==> config.mk <==
export PLATFORM = sky130hd
export DESIGN_NAME = pewr_top
export DESIGN_NICKNAME = d
export VERILOG_FILES = /design/src/design/pewr_pkg.sv /design/src/design/pewr_slot_fit.sv /design/src/design/pewr_sticky.sv /design/src/design/pewr_top.sv
export SDC_FILE = /design/constraint.sdc
export NUM_CORES = 1
export LEC_CHECK = 0
export ABC_AREA = 0
export BUFFER_PORTS_ARGS = -buffer_cell sky130_fd_sc_hd__buf_4
export CELL_PAD_IN_SITES_DETAIL_PLACEMENT = 0
export CELL_PAD_IN_SITES_GLOBAL_PLACEMENT = 1
export CORE_ASPECT_RATIO = 1.5
export CORE_UTILIZATION = 44
export DETAILED_ROUTE_END_ITERATION = 16
export PLACE_DENSITY_LB_ADDON = 0.08
export SETUP_SLACK_MARGIN = 0.2
export SLEW_MARGIN = 20
export SYNTH_ARGS = -nofsm -noshare
export SYNTH_HDL_FRONTEND = slang
export SYNTH_SLANG_ARGS = --single-unit
==> constraint.sdc <==
create_clock -name hclk -period 7.1 [get_ports hclk]
set_clock_uncertainty 0.2 [all_clocks]
set_input_delay 1.065 -clock hclk [delete_from_list [all_inputs] [get_ports hclk]]
set_output_delay 1.065 -clock hclk [all_outputs]
set_load 0.05 [all_outputs]
==> src/design/pewr_pkg.sv <==
package pewr_pkg;

  // Record layout, byte offsets from the start of one record
  localparam logic [7:0] REC_BP_OFF = 8'h40;
  localparam logic [7:0] REC_SP_OFF = 8'h48;
  localparam logic [7:0] REC_X1_OFF = 8'h50;
  localparam logic [7:0] REC_GSTAT_OFF = 8'h90;
  localparam logic [7:0] REC_DLA_OFF = 8'h98;
  localparam logic [7:0] REC_DSRC_OFF = 8'ha0;
  localparam logic [7:0] REC_LAT_OFF = 8'ha8;

  // Record lengths, basic and enhanced format
  localparam logic [7:0] REC_LEN_BASIC = 8'h90;
  localparam logic [7:0] REC_LEN_ENH = 8'hb0;

  // Slot order of the writer and last slot of each format
  localparam int SLOT_NUM = 7;
  localparam logic [2:0] SLOT_LAST_BASIC = 3'h2;
  localparam logic [2:0] SLOT_LAST_ENH = 3'h6;
  localparam logic [7:0] REC_SLOT_OFF [0:SLOT_NUM-1] = '{
    REC_BP_OFF, REC_SP_OFF, REC_X1_OFF, REC_GSTAT_OFF,
    REC_DLA_OFF, REC_DSRC_OFF, REC_LAT_OFF};

  // Capability word format field
  localparam int CAP_FMT_LSB = 8;
  localparam logic [3:0] CAP_FMT_ENH = 4'h1;
  localparam logic [3:0] CAP_FMT_BASIC = 4'h0;

  // Global overflow status, buffer overflow bit position
  localparam int GSTAT_BUFOVF_BIT = 62;

  // Register byte offsets on the bus
  localparam logic [7:0] REG_ENABLE = 8'h00;
  localparam logic [7:0] REG_CAP = 8'h04;
  localparam logic [7:0] REG_GSTAT_LO = 8'h08;
  localparam logic [7:0] REG_GSTAT_HI = 8'h0c;
  localparam logic [7:0] REG_BASE = 8'h10;
  localparam logic [7:0] REG_INDEX = 8'h14;
  localparam logic [7:0] REG_ABSMAX = 8'h18;
  localparam logic [7:0] REG_THRESH = 8'h1c;
  localparam logic [7:0] REG_STATUS = 8'h20;

  // Reset values
  localparam logic [31:0] RST_ADDR = 32'h0000_0000;
  localparam logic [63:0] RST_WORD = 64'h0;

  // Writer states
  typedef enum logic [1:0] {
    ST_IDLE = 2'b00,
    ST_LOAD = 2'b01,
    ST_WRITE = 2'b10,
    ST_ADV = 2'b11
  } pewr_state_e;

endpackage

==> src/design/pewr_slot_fit.sv <==
// Widens or zeroes one saved register by operating mode
module pewr_slot_fit
  import pewr_pkg::*;
#(
  parameter bit LEGACY_EXISTS = 1'b1
)(
  // Mode and value
  input wire logic long_mode,
  input wire logic [63:0] value,
  // Slot content
  output logic [63:0] slot
);

  // Full width in long mode, low half otherwise, zero if absent
  assign slot = long_mode ? value :
                LEGACY_EXISTS ? {32'h0, value[31:0]} :
                64'h0;

endmodule

==> src/design/pewr_sticky.sv <==
// Sticky flag bank, a set in the clear cycle wins
module pewr_sticky #(
  parameter int W = 5
)(
  // Clock and reset
  input wire logic hclk,
  input wire logic hresetn,
  // Set and clear strobes
  input wire logic [W-1:0] set,
  input wire logic [W-1:0] clr,
  // Flags
  output logic [W-1:0] q
);

  logic [W-1:0] q_r;

  // Clear first, then set on top
  always_ff @(posedge hclk or negedge hresetn)
  begin
    if (!hresetn)
      q_r <= '0;
    else
      q_r <= (q_r & ~clr) | set;
  end

  assign q = q_r;

endmodule

==> src/design/pewr_top.sv <==
// Functional notes
// - Base pointer, stack pointer and first extended register go to 40H, 48H, 50H; address 98H, source A0H, latency A8H.
// - In long 64-bit mode each saved register is stored with all 64 bits.
// - Outside long mode base pointer, stack pointer and address are stored as 32 bits with bits 63:32 zero; source and latency keep all 64 bits.
// - Outside long mode a slot whose register does not exist is written as zero.
// - The capability word reports 0001B in bits 11:8 when the enhanced tail 90H..AFH is supported.
// - Bytes 97H:90H hold the global overflow status as it stood before the assist began.
// - That snapshot carries every counter's overflow flag, precise or not.
// - Only events flagged precise can start a record write.
// - After a record the index advances one record; none is written at the absolute maximum, silently.
// - When the advanced index reaches the threshold, the interrupt fires and buffer overflow is set.
module pewr_top
  import pewr_pkg::*;
#(
  parameter int NCNT = 4,
  parameter int CIW = 2,
  parameter bit ENHANCED = 1'b1
)(
  // Clock and reset
  input wire logic hclk,
  input wire logic hresetn,
  // AHB-Lite slave
  input wire logic hsel,
  input wire logic [31:0] haddr,
  input wire logic [1:0] htrans,
  input wire logic hwrite,
  input wire logic [2:0] hsize,
  input wire logic [31:0] hwdata,
  input wire logic hready,
  output logic [31:0] hrdata,
  output logic hreadyout,
  output logic hresp,
  // Core event side
  input wire logic core_long_mode,
  input wire logic [NCNT-1:0] ctr_overflow,
  input wire logic evt_valid,
  input wire logic evt_is_precise,
  input wire logic [CIW-1:0] evt_counter,
  // Core register values at the event
  input wire logic [63:0] base_pointer_register,
  input wire logic [63:0] stack_pointer_register,
  input wire logic [63:0] first_extended_register,
  input wire logic [63:0] data_linear_addr,
  input wire logic [63:0] data_source,
  input wire logic [63:0] load_latency,
  // Memory write port
  output logic mem_req,
  output logic [31:0] mem_addr,
  output logic [63:0] mem_wdata,
  input wire logic mem_ready,
  // Status
  output logic perf_irq,
  output logic assist_busy
);

  pewr_state_e state_r, state_nxt;
  logic [NCNT-1:0] precise_sampling_enable_r;
  logic [31:0] base_r, index_r, absmax_r, thresh_r;
  logic [31:0] hrdata_r;
  logic wr_pend_r;
  logic [7:0] wr_addr_r;
  logic [2:0] slot_r;
  logic [63:0] slot_data_r [0:SLOT_NUM-1];
  logic long_r;
  logic mem_req_r, perf_irq_r, busy_r;
  logic [31:0] mem_addr_r;
  logic [63:0] mem_wdata_r;
  logic [NCNT:0] gstat_q;

  // Capability word, format field set by the build option
  wire [3:0] cap_fmt = ENHANCED ? CAP_FMT_ENH : CAP_FMT_BASIC;
  wire [31:0] perf_capability_word = {20'h0, cap_fmt, 8'h0};
  wire enh = (cap_fmt == CAP_FMT_ENH);
  wire [2:0] slot_last = enh ? SLOT_LAST_ENH : SLOT_LAST_BASIC;
  wire [7:0] rec_len = enh ? REC_LEN_ENH : REC_LEN_BASIC;

  // Bus address phase decode
  wire addr_phase = hsel && htrans[1] && hready;
  wire rd_take = addr_phase && !hwrite;
  wire wr_take = addr_phase && hwrite;
  wire [7:0] ra = haddr[7:0];

  // Data phase write strobes
  wire w_en = wr_pend_r && (wr_addr_r == REG_ENABLE);
  wire w_glo = wr_pend_r && (wr_addr_r == REG_GSTAT_LO);
  wire w_ghi = wr_pend_r && (wr_addr_r == REG_GSTAT_HI);
  wire w_base = wr_pend_r && (wr_addr_r == REG_BASE);
  wire w_idx = wr_pend_r && (wr_addr_r == REG_INDEX);
  wire w_max = wr_pend_r && (wr_addr_r == REG_ABSMAX);
  wire w_thr = wr_pend_r && (wr_addr_r == REG_THRESH);

  // Global overflow status as a 64-bit word
  wire [63:0] gstat64 = {1'b0, gstat_q[NCNT], {(62-NCNT){1'b0}}, gstat_q[NCNT-1:0]};

  // Read mux, unmapped offsets read zero
  wire [31:0] rd_mux =
    (ra == REG_ENABLE) ? {{(32-NCNT){1'b0}}, precise_sampling_enable_r} :
    (ra == REG_CAP) ? perf_capability_word :
    (ra == REG_GSTAT_LO) ? gstat64[31:0] :
    (ra == REG_GSTAT_HI) ? gstat64[63:32] :
    (ra == REG_BASE) ? base_r :
    (ra == REG_INDEX) ? index_r :
    (ra == REG_ABSMAX) ? absmax_r :
    (ra == REG_THRESH) ? thresh_r :
    (ra == REG_STATUS) ? {30'h0, long_r, (state_r != ST_IDLE)} :
    32'h0;

  // Trigger qualification
  wire buf_full = (index_r == absmax_r);
  wire evt_hit = evt_valid && evt_is_precise
                 && precise_sampling_enable_r[evt_counter];
  wire trigger = evt_hit && (state_r == ST_IDLE) && !buf_full;

  // Index after this record and threshold match
  wire [31:0] index_adv = index_r + {24'h0, rec_len};
  wire thresh_hit = (state_r == ST_ADV) && (index_adv == thresh_r);
  wire mem_acc = mem_req_r && mem_ready;
  wire [2:0] slot_inc = slot_r + 3'h1;

  // Mode fitted register values
  wire [63:0] fit_bp, fit_sp, fit_x1, fit_dla;

  pewr_slot_fit #(.LEGACY_EXISTS(1'b1)) u_fit_bp (
    .long_mode(core_long_mode),
    .value(base_pointer_register),
    .slot(fit_bp)
  );
  pewr_slot_fit #(.LEGACY_EXISTS(1'b1)) u_fit_sp (
    .long_mode(core_long_mode),
    .value(stack_pointer_register),
    .slot(fit_sp)
  );
  pewr_slot_fit #(.LEGACY_EXISTS(1'b0)) u_fit_x1 (
    .long_mode(core_long_mode),
    .value(first_extended_register),
    .slot(fit_x1)
  );
  pewr_slot_fit #(.LEGACY_EXISTS(1'b1)) u_fit_dla (
    .long_mode(core_long_mode),
    .value(data_linear_addr),
    .slot(fit_dla)
  );

  // Overflow flags, buffer overflow set at threshold
  wire [NCNT:0] gs_set = {thresh_hit, ctr_overflow};
  wire [NCNT:0] gs_clr = {w_ghi & hwdata[GSTAT_BUFOVF_BIT-32],
                          {NCNT{w_glo}} & hwdata[NCNT-1:0]};

  pewr_sticky #(.W(NCNT+1)) u_gstat (
    .hclk(hclk),
    .hresetn(hresetn),
    .set(gs_set),
    .clr(gs_clr),
    .q(gstat_q)
  );

  // Writer next state
  always_comb
  begin
    state_nxt = state_r;
    case (state_r)
      ST_IDLE: if (trigger) state_nxt = ST_LOAD;
      ST_LOAD: state_nxt = ST_WRITE;
      ST_WRITE: if (mem_acc && (slot_r == slot_last)) state_nxt = ST_ADV;
      ST_ADV: state_nxt = ST_IDLE;
      default: state_nxt = ST_IDLE;
    endcase
  end

  // Bus slave registers
  always_ff @(posedge hclk or negedge hresetn)
  begin
    if (!hresetn)
    begin
      wr_pend_r <= 1'b0;
      wr_addr_r <= 8'h0;
      hrdata_r <= 32'h0;
    end
    else
    begin
      wr_pend_r <= wr_take;
      if (wr_take) wr_addr_r <= ra;
      if (rd_take) hrdata_r <= rd_mux;
    end
  end

  // Software registers; a software index write wins over the advance
  always_ff @(posedge hclk or negedge hresetn)
  begin
    if (!hresetn)
    begin
      precise_sampling_enable_r <= '0;
      base_r <= RST_ADDR;
      index_r <= RST_ADDR;
      absmax_r <= RST_ADDR;
      thresh_r <= RST_ADDR;
    end
    else
    begin
      if (w_en) precise_sampling_enable_r <= hwdata[NCNT-1:0];
      if (w_base) base_r <= hwdata;
      if (w_max) absmax_r <= hwdata;
      if (w_thr) thresh_r <= hwdata;
      if (w_idx) index_r <= hwdata;
      else if (state_r == ST_ADV) index_r <= index_adv;
    end
  end

  // Capture of record contents at the trigger
  always_ff @(posedge hclk or negedge hresetn)
  begin
    if (!hresetn)
    begin
      long_r <= 1'b0;
      for (int i = 0; i < SLOT_NUM; i++) slot_data_r[i] <= RST_WORD;
    end
    else if (trigger)
    begin
      long_r <= core_long_mode;
      slot_data_r[0] <= fit_bp;
      slot_data_r[1] <= fit_sp;
      slot_data_r[2] <= fit_x1;
      slot_data_r[3] <= gstat64;
      slot_data_r[4] <= fit_dla;
      slot_data_r[5] <= data_source;
      slot_data_r[6] <= load_latency;
    end
  end

  // Writer state, memory port and interrupt pulse
  always_ff @(posedge hclk or negedge hresetn)
  begin
    if (!hresetn)
    begin
      state_r <= ST_IDLE;
      slot_r <= 3'h0;
      mem_req_r <= 1'b0;
      mem_addr_r <= RST_ADDR;
      mem_wdata_r <= RST_WORD;
      perf_irq_r <= 1'b0;
      busy_r <= 1'b0;
    end
    else
    begin
      state_r <= state_nxt;
      perf_irq_r <= thresh_hit;
      busy_r <= (state_nxt != ST_IDLE);
      if (state_r == ST_LOAD)
      begin
        slot_r <= 3'h0;
        mem_req_r <= 1'b1;
        mem_addr_r <= index_r + {24'h0, REC_SLOT_OFF[0]};
        mem_wdata_r <= slot_data_r[0];
      end
      else if (mem_acc && (slot_r == slot_last))
        mem_req_r <= 1'b0;
      else if (mem_acc)
      begin
        slot_r <= slot_inc;
        mem_addr_r <= index_r + {24'h0, REC_SLOT_OFF[slot_inc]};
        mem_wdata_r <= slot_data_r[slot_inc];
      end
    end
  end

  // Outputs
  assign hrdata = hrdata_r;
  assign hreadyout = 1'b1;
  assign hresp = 1'b0;
  assign mem_req = mem_req_r;
  assign mem_addr = mem_addr_r;
  assign mem_wdata = mem_wdata_r;
  assign perf_irq = perf_irq_r;
  assign assist_busy = busy_r;

  // Checks
  a_full_no_write: assert property (@(posedge hclk) disable iff (!hresetn)
    (state_r == ST_IDLE && buf_full && !w_idx) |=> (state_r == ST_IDLE && !mem_req_r))
    else $error("record started with a full buffer");
  a_plain_event_ignored: assert property (@(posedge hclk) disable iff (!hresetn)
    (state_r == ST_IDLE && !(evt_valid && evt_is_precise)) |=> (state_r == ST_IDLE))
    else $error("non precise event started a record");
  a_legacy_upper_zero: assert property (@(posedge hclk) disable iff (!hresetn)
    (mem_req_r && !long_r && slot_r <= 3'h1) |-> (mem_wdata_r[63:32] == 32'h0))
    else $error("upper half not zero outside long mode");
  a_absent_reg_zero: assert property (@(posedge hclk) disable iff (!hresetn)
    (mem_req_r && !long_r && mem_addr_r == index_r + 32'h50) |-> (mem_wdata_r == 64'h0))
    else $error("absent register not written as zero");
  a_long_full_width: assert property (@(posedge hclk) disable iff (!hresetn)
    (trigger && core_long_mode) |=> (slot_data_r[0] == $past(base_pointer_register)))
    else $error("long mode value not stored whole");
  a_cap_field_read: assert property (@(posedge hclk) disable iff (!hresetn)
    (rd_take && ra == REG_CAP && ENHANCED) |=> (hrdata[11:8] == 4'h1))
    else $error("capability format field wrong");
  a_status_snapshot: assert property (@(posedge hclk) disable iff (!hresetn)
    trigger |=> (slot_data_r[3][NCNT-1:0] == $past(gstat_q[NCNT-1:0])))
    else $error("overflow snapshot not taken before assist");
  a_index_advance: assert property (@(posedge hclk) disable iff (!hresetn)
    (state_r == ST_ADV && !w_idx) |=> (index_r == $past(index_r) + {24'h0, $past(rec_len)}))
    else $error("index did not advance by one record");
  a_thresh_irq: assert property (@(posedge hclk) disable iff (!hresetn)
    thresh_hit |=> (perf_irq && gstat_q[NCNT]))
    else $error("threshold did not raise interrupt and overflow bit");
  a_basic_short: assert property (@(posedge hclk) disable iff (!hresetn)
    (mem_req_r && !enh) |-> (mem_addr_r - index_r < 32'h90))
    else $error("enhanced tail written in basic format");

endmodule

==> results of run 1 <==
## state kept, by name, summed over array words and instances (netlist names), 2 cells and up
register	flops
absmax_r	32
state_r	2
hrdata	32
slot_r	3
index_r	32
mem_addr	32
mem_wdata	64
precise_sampling_enable_r	4
thresh_r	32
u_gstat.q	5
wr_addr_r	8
slot_data_r	389
base_r	32
## kinds of logic (layout without fill, tap and decap cells)
family / count (synthesis) / after routing / synth area share [%]
AND/OR/NAND/NOR: 788 / 788 / 10.6
flip-flops: 672 / 672 / 52.5
AO/OA/AOI/OAI: 511 / 511 / 10.2
multiplexers: 478 / 478 / 19.0
buffers and inverters: 245 / 742 / 3.41
XOR/XNOR: 124 / 124 / 3.39
adder cells (fa/ha/maj): 20 / 20 / 0.805
other: 2 / 19 / 0.0235
## power by group
group	switching, mW	internal (mW)
registers	1.10	5.39
logic	4.03	2.98
clock network	1.58	2.28
## layout by cell type, fill, tap and decap left out, types with 23 or more instances in the layout
cell type  synthesis  final
a31oi_1           29     29
a22oi_1           56     56
o21ai_0          100    100
xnor2_1           82     82
o31ai_1           60     60
o21ai_1          105    105
a221oi_1          65     65
nand4_1           23     23
nor3_1            24     24
dfrtp_1          672    671
a21oi_1           52     52
nand2_1          478    476
mux2_1           230    230
mux4_2            65     65
buf_4             25    586
clkbuf_16          0     73
nor2_1           157    153
mux2_2           168    168
nand3_1           32     31
xor2_1            42     42
## cells in the mapped netlist (4+ instances only)
cell	instances	area share, %
ha_1	19	0.74
nor2_1	157	1.8
nor2b_1	6	0.12
and2_1	4	0.078
o31ai_1	60	1.4
a31oi_1	29	0.57
a221oi_1	65	1.8
or3_1	6	0.12
inv_1	18	0.21
a211oi_1	7	0.16
o21ai_1	105	1.6
and3_1	6	0.12
nor3b_1	5	0.12
buf_4	25	0.59
nand2b_1	12	0.23
buf_1	18	0.21
mux2_2	168	5.9
mux2i_1	15	0.47
a21oi_1	52	0.81
nand4_1	23	0.45
a21o_1	9	0.21
o211ai_1	4	0.094
nor3_1	24	0.38
nand2_1	478	5.6
mux4_2	65	4.6
mux2_1	230	8.1
and4_1	7	0.19
dfrtp_1	672	53
xor2_1	42	1.1
o2111ai_1	4	0.11
a22oi_1	56	1.3
xnor2_1	82	2.2
nor4_1	8	0.16
o21ai_0	100	1.6
buf_2	56	0.88
nand3_1	32	0.50
clkbuf_1	125	1.5
## layer usage
layer | up-vias | part of all wire [%]
met2 | 753 | 50
met3 | 184 | 6.8
li1 | 10970 | -
met1 | 12235 | 39
met4 | 24 | 4.5
met5 | - | 0.16
## how the worst max path moves through the flow
stage,endpoint,from,slack [ns],cells past startpoint
2_1_floorplan,mem_addr[17],slot_r[0],2.10,19
3_3_place_gp,mem_addr[17],slot_r[0],2.57,14
3_5_place_dp,mem_addr[17],slot_r[0],2.58,14
4_1_cts,mem_addr[17],slot_r[0],2.58,14
5_1_grt,mem_addr[27],slot_r[0],2.40,14
6_report,mem_addr[17],slot_r[0],2.68,14
## through the flow
step	power (mW)	hold slack [ns]	setup WS (ns)	area, µm²
3_3_place_gp	13.4	0.260	2.57	36800
3_5_place_dp	13.6	0.263	2.58	36800
4_1_cts	17.5	0.234	2.58	39200
2_1_floorplan	11.2	0.244	2.10	32000
6_report	17.4	0.207	2.68	39300
5_1_grt	18.4	0.241	2.40	39300
## layout make-up
type | instances | area [µm²]
flip-flops and latches | 672 | 16800
fillers | 6367 | 32500
diodes | 17 | 42.5
repair buffers | 597 | 4610
clock buffers | 102 | 2070
inverters | 20 | 75.1
clock inverters | 23 | 313
well taps | 915 | 1140
multi-input cells | 1923 | 14200
==> flow_summary.yaml, run 1 <==
clocking:
  clock_tree.buffer_depth: 3
  cts_made_buffers: 70
  numClockSinks: 672
  clk_pin_slew_worst_paths_ns: 0.07
  cts_resized: 0
  cts_setup_buffers: 0
  cts-hold-fix-buffers: 0
  clk_latency_ns: 0.62
  cts_tree: "built"
  cts.root.buffer_cell: "clkbuf_16"
  ctsHtreeMaxLevel: 3
global_routing:
  grt.busiest_layer: "met2"
  grt_max_degree: 172
  use_met1_pct: 34.7
  groute.usage.overall_pct: 29.2
  met3_usage_pct: 7.01
  grt_pass1_vias: 24980
  grt-ovfl-total: 0
  antenna_found_initial: 27
  use_met2_pct: 49.1
  grt_pass1_wl_mm: 162
flow_run:
  maxCapViolCount: 0
drt:
  antenna_left: 0
  drc: 0
  firstDrtPassIters: 5
  wl_mm: 107
  vias: 24166
  wire_per_inst_um: 25.1
  drt_iter0_markers: 1686
  viasPerCell: 5.66
synthesis:
  synth_nets: 3328
  synth_ff_type: "dfrtp_1"
  ys_async_sr_fraction_pct: 100
  synth_edf_count: 0
  synth_area_um2: 32000
  synth_cell_types: 68
  synth-seq-cells: 672
  ys_warn_count: 0
  ys_seq_area_share_pct: 52.5
  avgSynthCellArea_um2: 11.3
  synth_cells: 2840
critical_path:
  slowest_delay_ns: 0.89
  rr_worst_depth: 14
  cp-end-kind: "flip-flop"
  path_cells: "ha_1, inv_1, ha_4, mux2i_1, ha_1, inv_1, fa_1, nor2b_1, o21a_1, o21ai_0, a211oi_2, nor2b_1, xnor2_1, o21ai_0"
  crit_slowest_cell: "a211oi_2"
  critPathKind: "flip-flop to flip-flop"
  timing.rr.end: "mem_addr[17]"
  crit_family: "compound AO/OA/AOI/OAI gates"
  r2r-start: "slot_r[0]"
  cp-start-kind: "flip-flop"
  cp.arrival_ns: 4.70
  cp.buffers_inverters: 2
  path_max_fanout: 29
  crit_required_ns: 7.38
  r2r_slack_ns: 2.68
sta:
  min_period_ns: 4.42
  slew_viol_final: 0
  hold_viol_final: 0
  rsz0062_at_grt: "no"
  setup_tns_ns: 0
  relSlewSlack_pct: 25.6
  worst_slew_pin_slew_ns: 1.12
  max_freq_mhz: 226
  fin_crit_sh_pct: 62.2
  setup_viol: 0
layout:
  areaGrowthSynthToFinish_pct: 22.7
  utilization_pct: 54.7
  final_cells: 4269
  final_nets: 3772
  layout-drive-gt1-share_pct: 29.0
floorplan:
  coreArea_um2: 71800
  rows: 120
  initial_core_util_pct: 44.6
  fp.dieW_um: 222
  die_area_um2: 73900
  fp.dieH_um: 332
  ioPinCount: 601
worst_hold_path:
  hold_class: "primary input to async pin"
placement:
  detailedPlacementHpwl_mm: 75.7
  io_buffers: 570
  gp_congestion: 0.890
  dp_cells: 4126
power_and_ir_drop:
  cellPowerDensity_nw_per_um2: 442
  p_leak_nw: 17.4
  irDropWorstVdd_mv: 0.241
outcome:
  status: "completed"
Note: power is estimated with default switching activity, not from simulation.
==> run 2, diff against run 1 <==
CORE_UTILIZATION = 40   (was 44)
clock period = 3.6 ns   (was 7.1 ns; I/O delays follow)
==> run 2 against run 1 <==
Sequential share of layout area fell by 5.2 points. Combinational power rose by 120%. Critical path depth rose by 1. Worst hold slack got worse by 0.18 ns. Register-to-register slack got worse by 2.4 ns. Sequential power rose by 95%. Via count rose by 9.4%. Sequential cell count did not move. Count of clock-buffer cells in the layout rose by 8. Non-clock buffer count rose by 524. Critical path type unchanged. Highest routed layer unchanged.
==> flow_summary.yaml, run 2 (synthesized netlist as in run 1, its figures left out) <==
outcome:
  status: "completed"
layout:
  regMostFlops: "slot_data_r"
  areaGrowthSynthToFinish_pct: 39.7
  final_nets: 4298
  num-fill-cells: 6777
  final_cell_mix: "buf_4 (672), dfrtp_1 (671), nand2_1 (476), dlygate4sd3_1 (415), mux2_1 (230)"
  layout-drive-gt1-share_pct: 28.3
  final_common_cell: "buf_4"
  largest_register_ffs: 389
critical_path:
  path_max_fanout: 5
  cp-start-kind: "flip-flop"
  cp-end-kind: "flip-flop"
  r2r-start: "slot_r[0]"
  critPathKind: "flip-flop to flip-flop"
  crit_required_ns: 3.90
  cp.arrival_ns: 3.60
  cp-startpoint: "slot_r[0]"
power_and_ir_drop:
  p_leak_nw: 19.7
  cellPowerDensity_nw_per_um2: 788
  p_sw_mw: 13.8
  p_total_mw: 35.3
  irDropWorstVdd_mv: 0.861
  p_seq_share_pct: 35.9
  clkPwrFrac_pct: 21.1
  p_int_mw: 21.5
  power.share.switching_pct: 39.1
  power_frac_comb_pct: 43.0
worst_hold_path:
  hold_start: "hwdata[30]"
  hold_class: "primary input to flip-flop"
drt:
  vias: 26441
  drt_iter0_markers: 1221
  drc: 0
  wire_per_inst_um: 23.9
  wl_mm: 117
  firstDrtPassIters: 7
  viasPerCell: 5.39
  antenna_left: 0
global_routing:
  groute.usage.overall_pct: 29.2
  grt_max_degree: 125
  grt-ovfl-total: 0
  antenna_found_initial: 26
  grt_pass1_vias: 28529
  grt_pass1_wl_mm: 177
sta:
  worst_slew_pin_slew_ns: 0.941
  hold_viol_final: 0
  setup_tns_ns: 0
  min_period_ns: 3.30
  max_freq_mhz: 303
  setup_viol: 0
  rsz0062_at_grt: "yes"
  relSlewSlack_pct: 37.3
  slew_viol_final: 0
  fin_crit_sh_pct: 91.7
clocking:
  clock_tree.buffer_depth: 3
  cts_tree: "built"
  clk_pin_slew_worst_paths_ns: 0.06
  cts.root.buffer_cell: "clkbuf_16"
  cts_made_buffers: 72
  ctsHtreeMaxLevel: 3
  numClockSinks: 672
  clk_latency_ns: 0.64
placement:
  gp_congestion: 0.934
  io_buffers: 570
  detailedPlacementHpwl_mm: 84.2
floorplan:
  rows: 126
  initial_core_util_pct: 40.5
  fp.dieW_um: 233
  fp.dieH_um: 349
  ioPinCount: 601
  coreArea_um2: 79000
  die_area_um2: 81200
flow_run:
  maxCapViolCount: 0
-- run 2: routing by layer --
layer  GRT usage, %  vias up  share of wire (%)
met3           5.54      258                5.4
met1           32.7    13294                 37
li1               -    12023                  -
met5              0        -              0.073
met2           51.9      850                 52
met4           15.4       16                5.4
-- run 2: cell type report --
class	count	area (µm²)	area share [%]
Timing Repair Buffer	1121	9870	22.1
Multi-Input combinational cell	1923	14300	32.0
Sequential cell	672	16800	37.6
Antenna cell	19	47.5	0.106
Inverter	20	80.1	0.179
Clock buffer	110	2160	4.82
Tap cell	1024	1280	2.86
Clock inverter	15	146	0.327
-- run 2: power groups by stage --
stage / registers (mW) / logic [mW] / clock network (mW)
2_1_floorplan: 14.1 / 8.25 / 0
3_3_place_gp: 12.6 / 14.6 / 0
3_5_place_dp: 12.7 / 14.8 / 0
5_1_grt: 13.0 / 16.3 / 7.89
6_report: 12.7 / 15.2 / 7.44
4_1_cts: 12.6 / 15.2 / 7.61
-- run 2: path summary, 6_finish.rpt --
check | slack, ns | to | cells after the start
max in group asynchronous | 1.88 | slot_data_r[133] | 3
hold reg to reg | 0.27 | slot_data_r[258] | 2
setup reg to reg | 0.30 | mem_addr[13] | 15
hold / removal | 0.02 | thresh_r[30] | 2
min in group asynchronous | 0.25 | hrdata[25] | 2
setup / recovery | 0.30 | mem_addr[13] | 15
-- run 2: repair_timing --
item,CTS,global route
resized for setup,0,19
endpoints found under the setup margin,0,11
hold buffers,415,0
hold endpoints to repair,545,0
buffers inserted,0,5
-- run 2: worst max-delay path: stages, from the launching register on --
cell and delay [ns]:
dfrtp_4 0.51, ha_4 0.18, inv_4 0.05, ha_4 0.20
mux2i_2 0.17, ha_2 0.21, inv_2 0.04, fa_2 0.33
nor2b_2 0.13, o21a_1 0.18, o21ai_4 0.09, a211oi_4 0.37
clkbuf_16 0.23, buf_4 0.11, xnor2_1 0.10, o21ai_0 0.08
-- run 2: metrics by stage --
step | util [%] | hold WS [ns] | std cells | setup slack (ns) | cell area, µm²
final | 56.6 | 0.0234 | 4904 | 0.300 | 44700
after global routing | 56.6 | 0.0252 | 4901 | 0.153 | 44700
after CTS | 56.4 | 0.00247 | 4879 | 0.206 | 44500
after detailed placement | 48.2 | 0.268 | 4339 | 0.225 | 38100
after global placement | 48.2 | 0.256 | 4339 | 0.237 | 38100
after floorplan | - | 0.0444 | 2840 | 0.0293 | 32200
==> run 3, diff against run 2 <==
CORE_MARGIN = 1.5   (was default)
==> run 3 against run 2 <==
Via count is 0.11% lower. Final cell count is essentially flat. Setup slack worse by 0.053 ns. Fmax shrank 1.6%. Clock power up 6.3%. Sequential power about the same. Register-to-register slack lost 0.05 ns. Sequential share of layout area fell by 0.13 points. Critical endpoint is now mem_addr[27].
==> flow_summary.yaml, run 3 (synthesized netlist as in run 1, its figures left out) <==
sta:
  relSlewSlack_pct: 35.5
  rsz0062_at_grt: "yes"
  fin_crit_sh_pct: 93.1
  slew_viol_final: 0
  worst_slew_pin_slew_ns: 0.968
  max_freq_mhz: 298
  hold_viol_final: 0
  min_period_ns: 3.35
  setup_viol: 0
  setup_tns_ns: 0
layout:
  layout-drive-gt1-share_pct: 28.1
  num-fill-cells: 6869
  register_area_um2: 16800
  final_nets: 4290
  regMostFlops: "slot_data_r"
  largest_register_ffs: 389
  postLayoutCellArea_um2: 44900
  final_cell_mix: "dfrtp_1 (671), buf_4 (654), nand2_1 (476), dlygate4sd3_1 (424), mux2_1 (230)"
  final_cells: 4900
  final_common_cell: "dfrtp_1"
  areaGrowthSynthToFinish_pct: 40.2
  utilization_pct: 56.8
  multi_input_area_um2: 14300
global_routing:
  grt_max_degree: 115
  antenna_found_initial: 23
  groute.usage.overall_pct: 29.0
  grt_pass1_wl_mm: 177
  grt_pass1_vias: 28167
  grt-ovfl-total: 0
clocking:
  clock_tree.buffer_depth: 3
  cts_tree: "built"
  clk_pin_slew_worst_paths_ns: 0.06
  ctsHtreeMaxLevel: 3
  cts.root.buffer_cell: "clkbuf_16"
  clk_latency_ns: 0.64
  cts_made_buffers: 72
  numClockSinks: 672
power_and_ir_drop:
  p_leak_nw: 19.8
  cellPowerDensity_nw_per_um2: 795
  irDropWorstVdd_mv: 0.711
  p_total_mw: 35.7
placement:
  gp_congestion: 0.896
  dp_cells: 4323
  placed_area_um2: 38000
  detailedPlacementHpwl_mm: 84.0
  io_buffers: 570
outcome:
  status: "completed"
worst_hold_path:
  hold_class: "primary input to flip-flop"
drt:
  drc: 0
  firstDrtPassIters: 5
  viasPerCell: 5.39
  vias: 26413
  drt_iter0_markers: 1362
  wl_mm: 118
  wire_per_inst_um: 24.2
  antenna_left: 0
flow_run:
  maxCapViolCount: 0
floorplan:
  ioPinCount: 601
  initial_core_util_pct: 40.5
  fp.dieH_um: 350
  die_area_um2: 81800
  fp.dieW_um: 234
  coreArea_um2: 79000
  rows: 126
critical_path:
  crit_required_ns: 3.96
  cp-end-kind: "flip-flop"
  cp.arrival_ns: 3.71
  critPathKind: "flip-flop to flip-flop"
  path_max_fanout: 5
  cp-start-kind: "flip-flop"
==> run 3: cell count changes in the layout (fill, tap and decap cells not counted), moves of 3 or more <==
cell / change
buf_4: -18
dlygate4sd3_1: +9
clkinvlp_4: +7
clkbuf_1: -6
clkbuf_8: -5
bufinv_16: +4
clkbuf_16: +4
diode_2: -3
==> run 3: worst max-delay path: stages, from the launching register on <==
cell and delay, ns:
dfrtp_4 0.50, ha_4 0.17, inv_4 0.05, ha_4 0.21, mux2i_1 0.15, ha_2 0.20
inv_2 0.04, fa_2 0.34, nor2b_2 0.14, o21a_1 0.19, o21ai_4 0.08, a211oi_4 0.39
clkbuf_16 0.23, nand3_2 0.06, xor2_1 0.16, o21ai_1 0.15
==> run 3: area by class of cell <==
class	count	share of cell area, %
well taps	1024	2.85
repair buffers	1113	22.0
multi-input cells	1923	31.9
diodes	16	0.0892
clock inverters	29	0.753
flip-flops and latches	672	37.5
clock buffers	103	4.83
inverters	20	0.178
==> run 3: routing by layer <==
metal / share of wire [%] / up-vias / track usage (%) / routed length, µm
met5: 0.079 / - / 0 / 94
met4: 5.2 / 18 / 14.8 / 6190
met2: 52 / 829 / 52.0 / 61700
met1: 37 / 13295 / 32.5 / 44200
met3: 5.2 / 245 / 5.52 / 6210
li1: - / 12026 / - / -
==> run 3: worst paths after layout <==
check	from	cells past startpoint	endpoint	slack (ns)
setup / recovery	slot_r[0]	15	mem_addr[27]	0.25
hold / removal	data_linear_addr[58]	3	slot_data_r[186]	0.02
setup reg to reg	slot_r[0]	15	mem_addr[27]	0.25
hold reg to reg	hrdata[30]	1	hrdata[30]	0.28
max in group asynchronous	hresetn	3	slot_data_r[414]	1.83
min in group asynchronous	hresetn	2	hrdata[25]	0.26
==> run 3: what timing repair did <==
action | 4_1_cts | 5_1_grt
hold buffers | 424 | 0
endpoints found under the hold margin | 551 | 0
setup endpoints to repair | 0 | 25
setup buffers | 0 | 4
resized for setup | 0 | 12
==> run 3: per-stage QoR <==
step / worst slack, ns / hold WS [ns]
floorplan: 0.0293 / 0.0444
finish: 0.248 / 0.0192
CTS: 0.234 / 0.00188
global placement: 0.249 / 0.258
global route: 0.122 / 0.0300
detailed placement: 0.222 / 0.268
==> run 3: report_power, final <==
group | internal [mW] | switching (mW)
clock network | 4.64 | 3.27
logic | 6.49 | 8.52
registers | 10.6 | 2.13
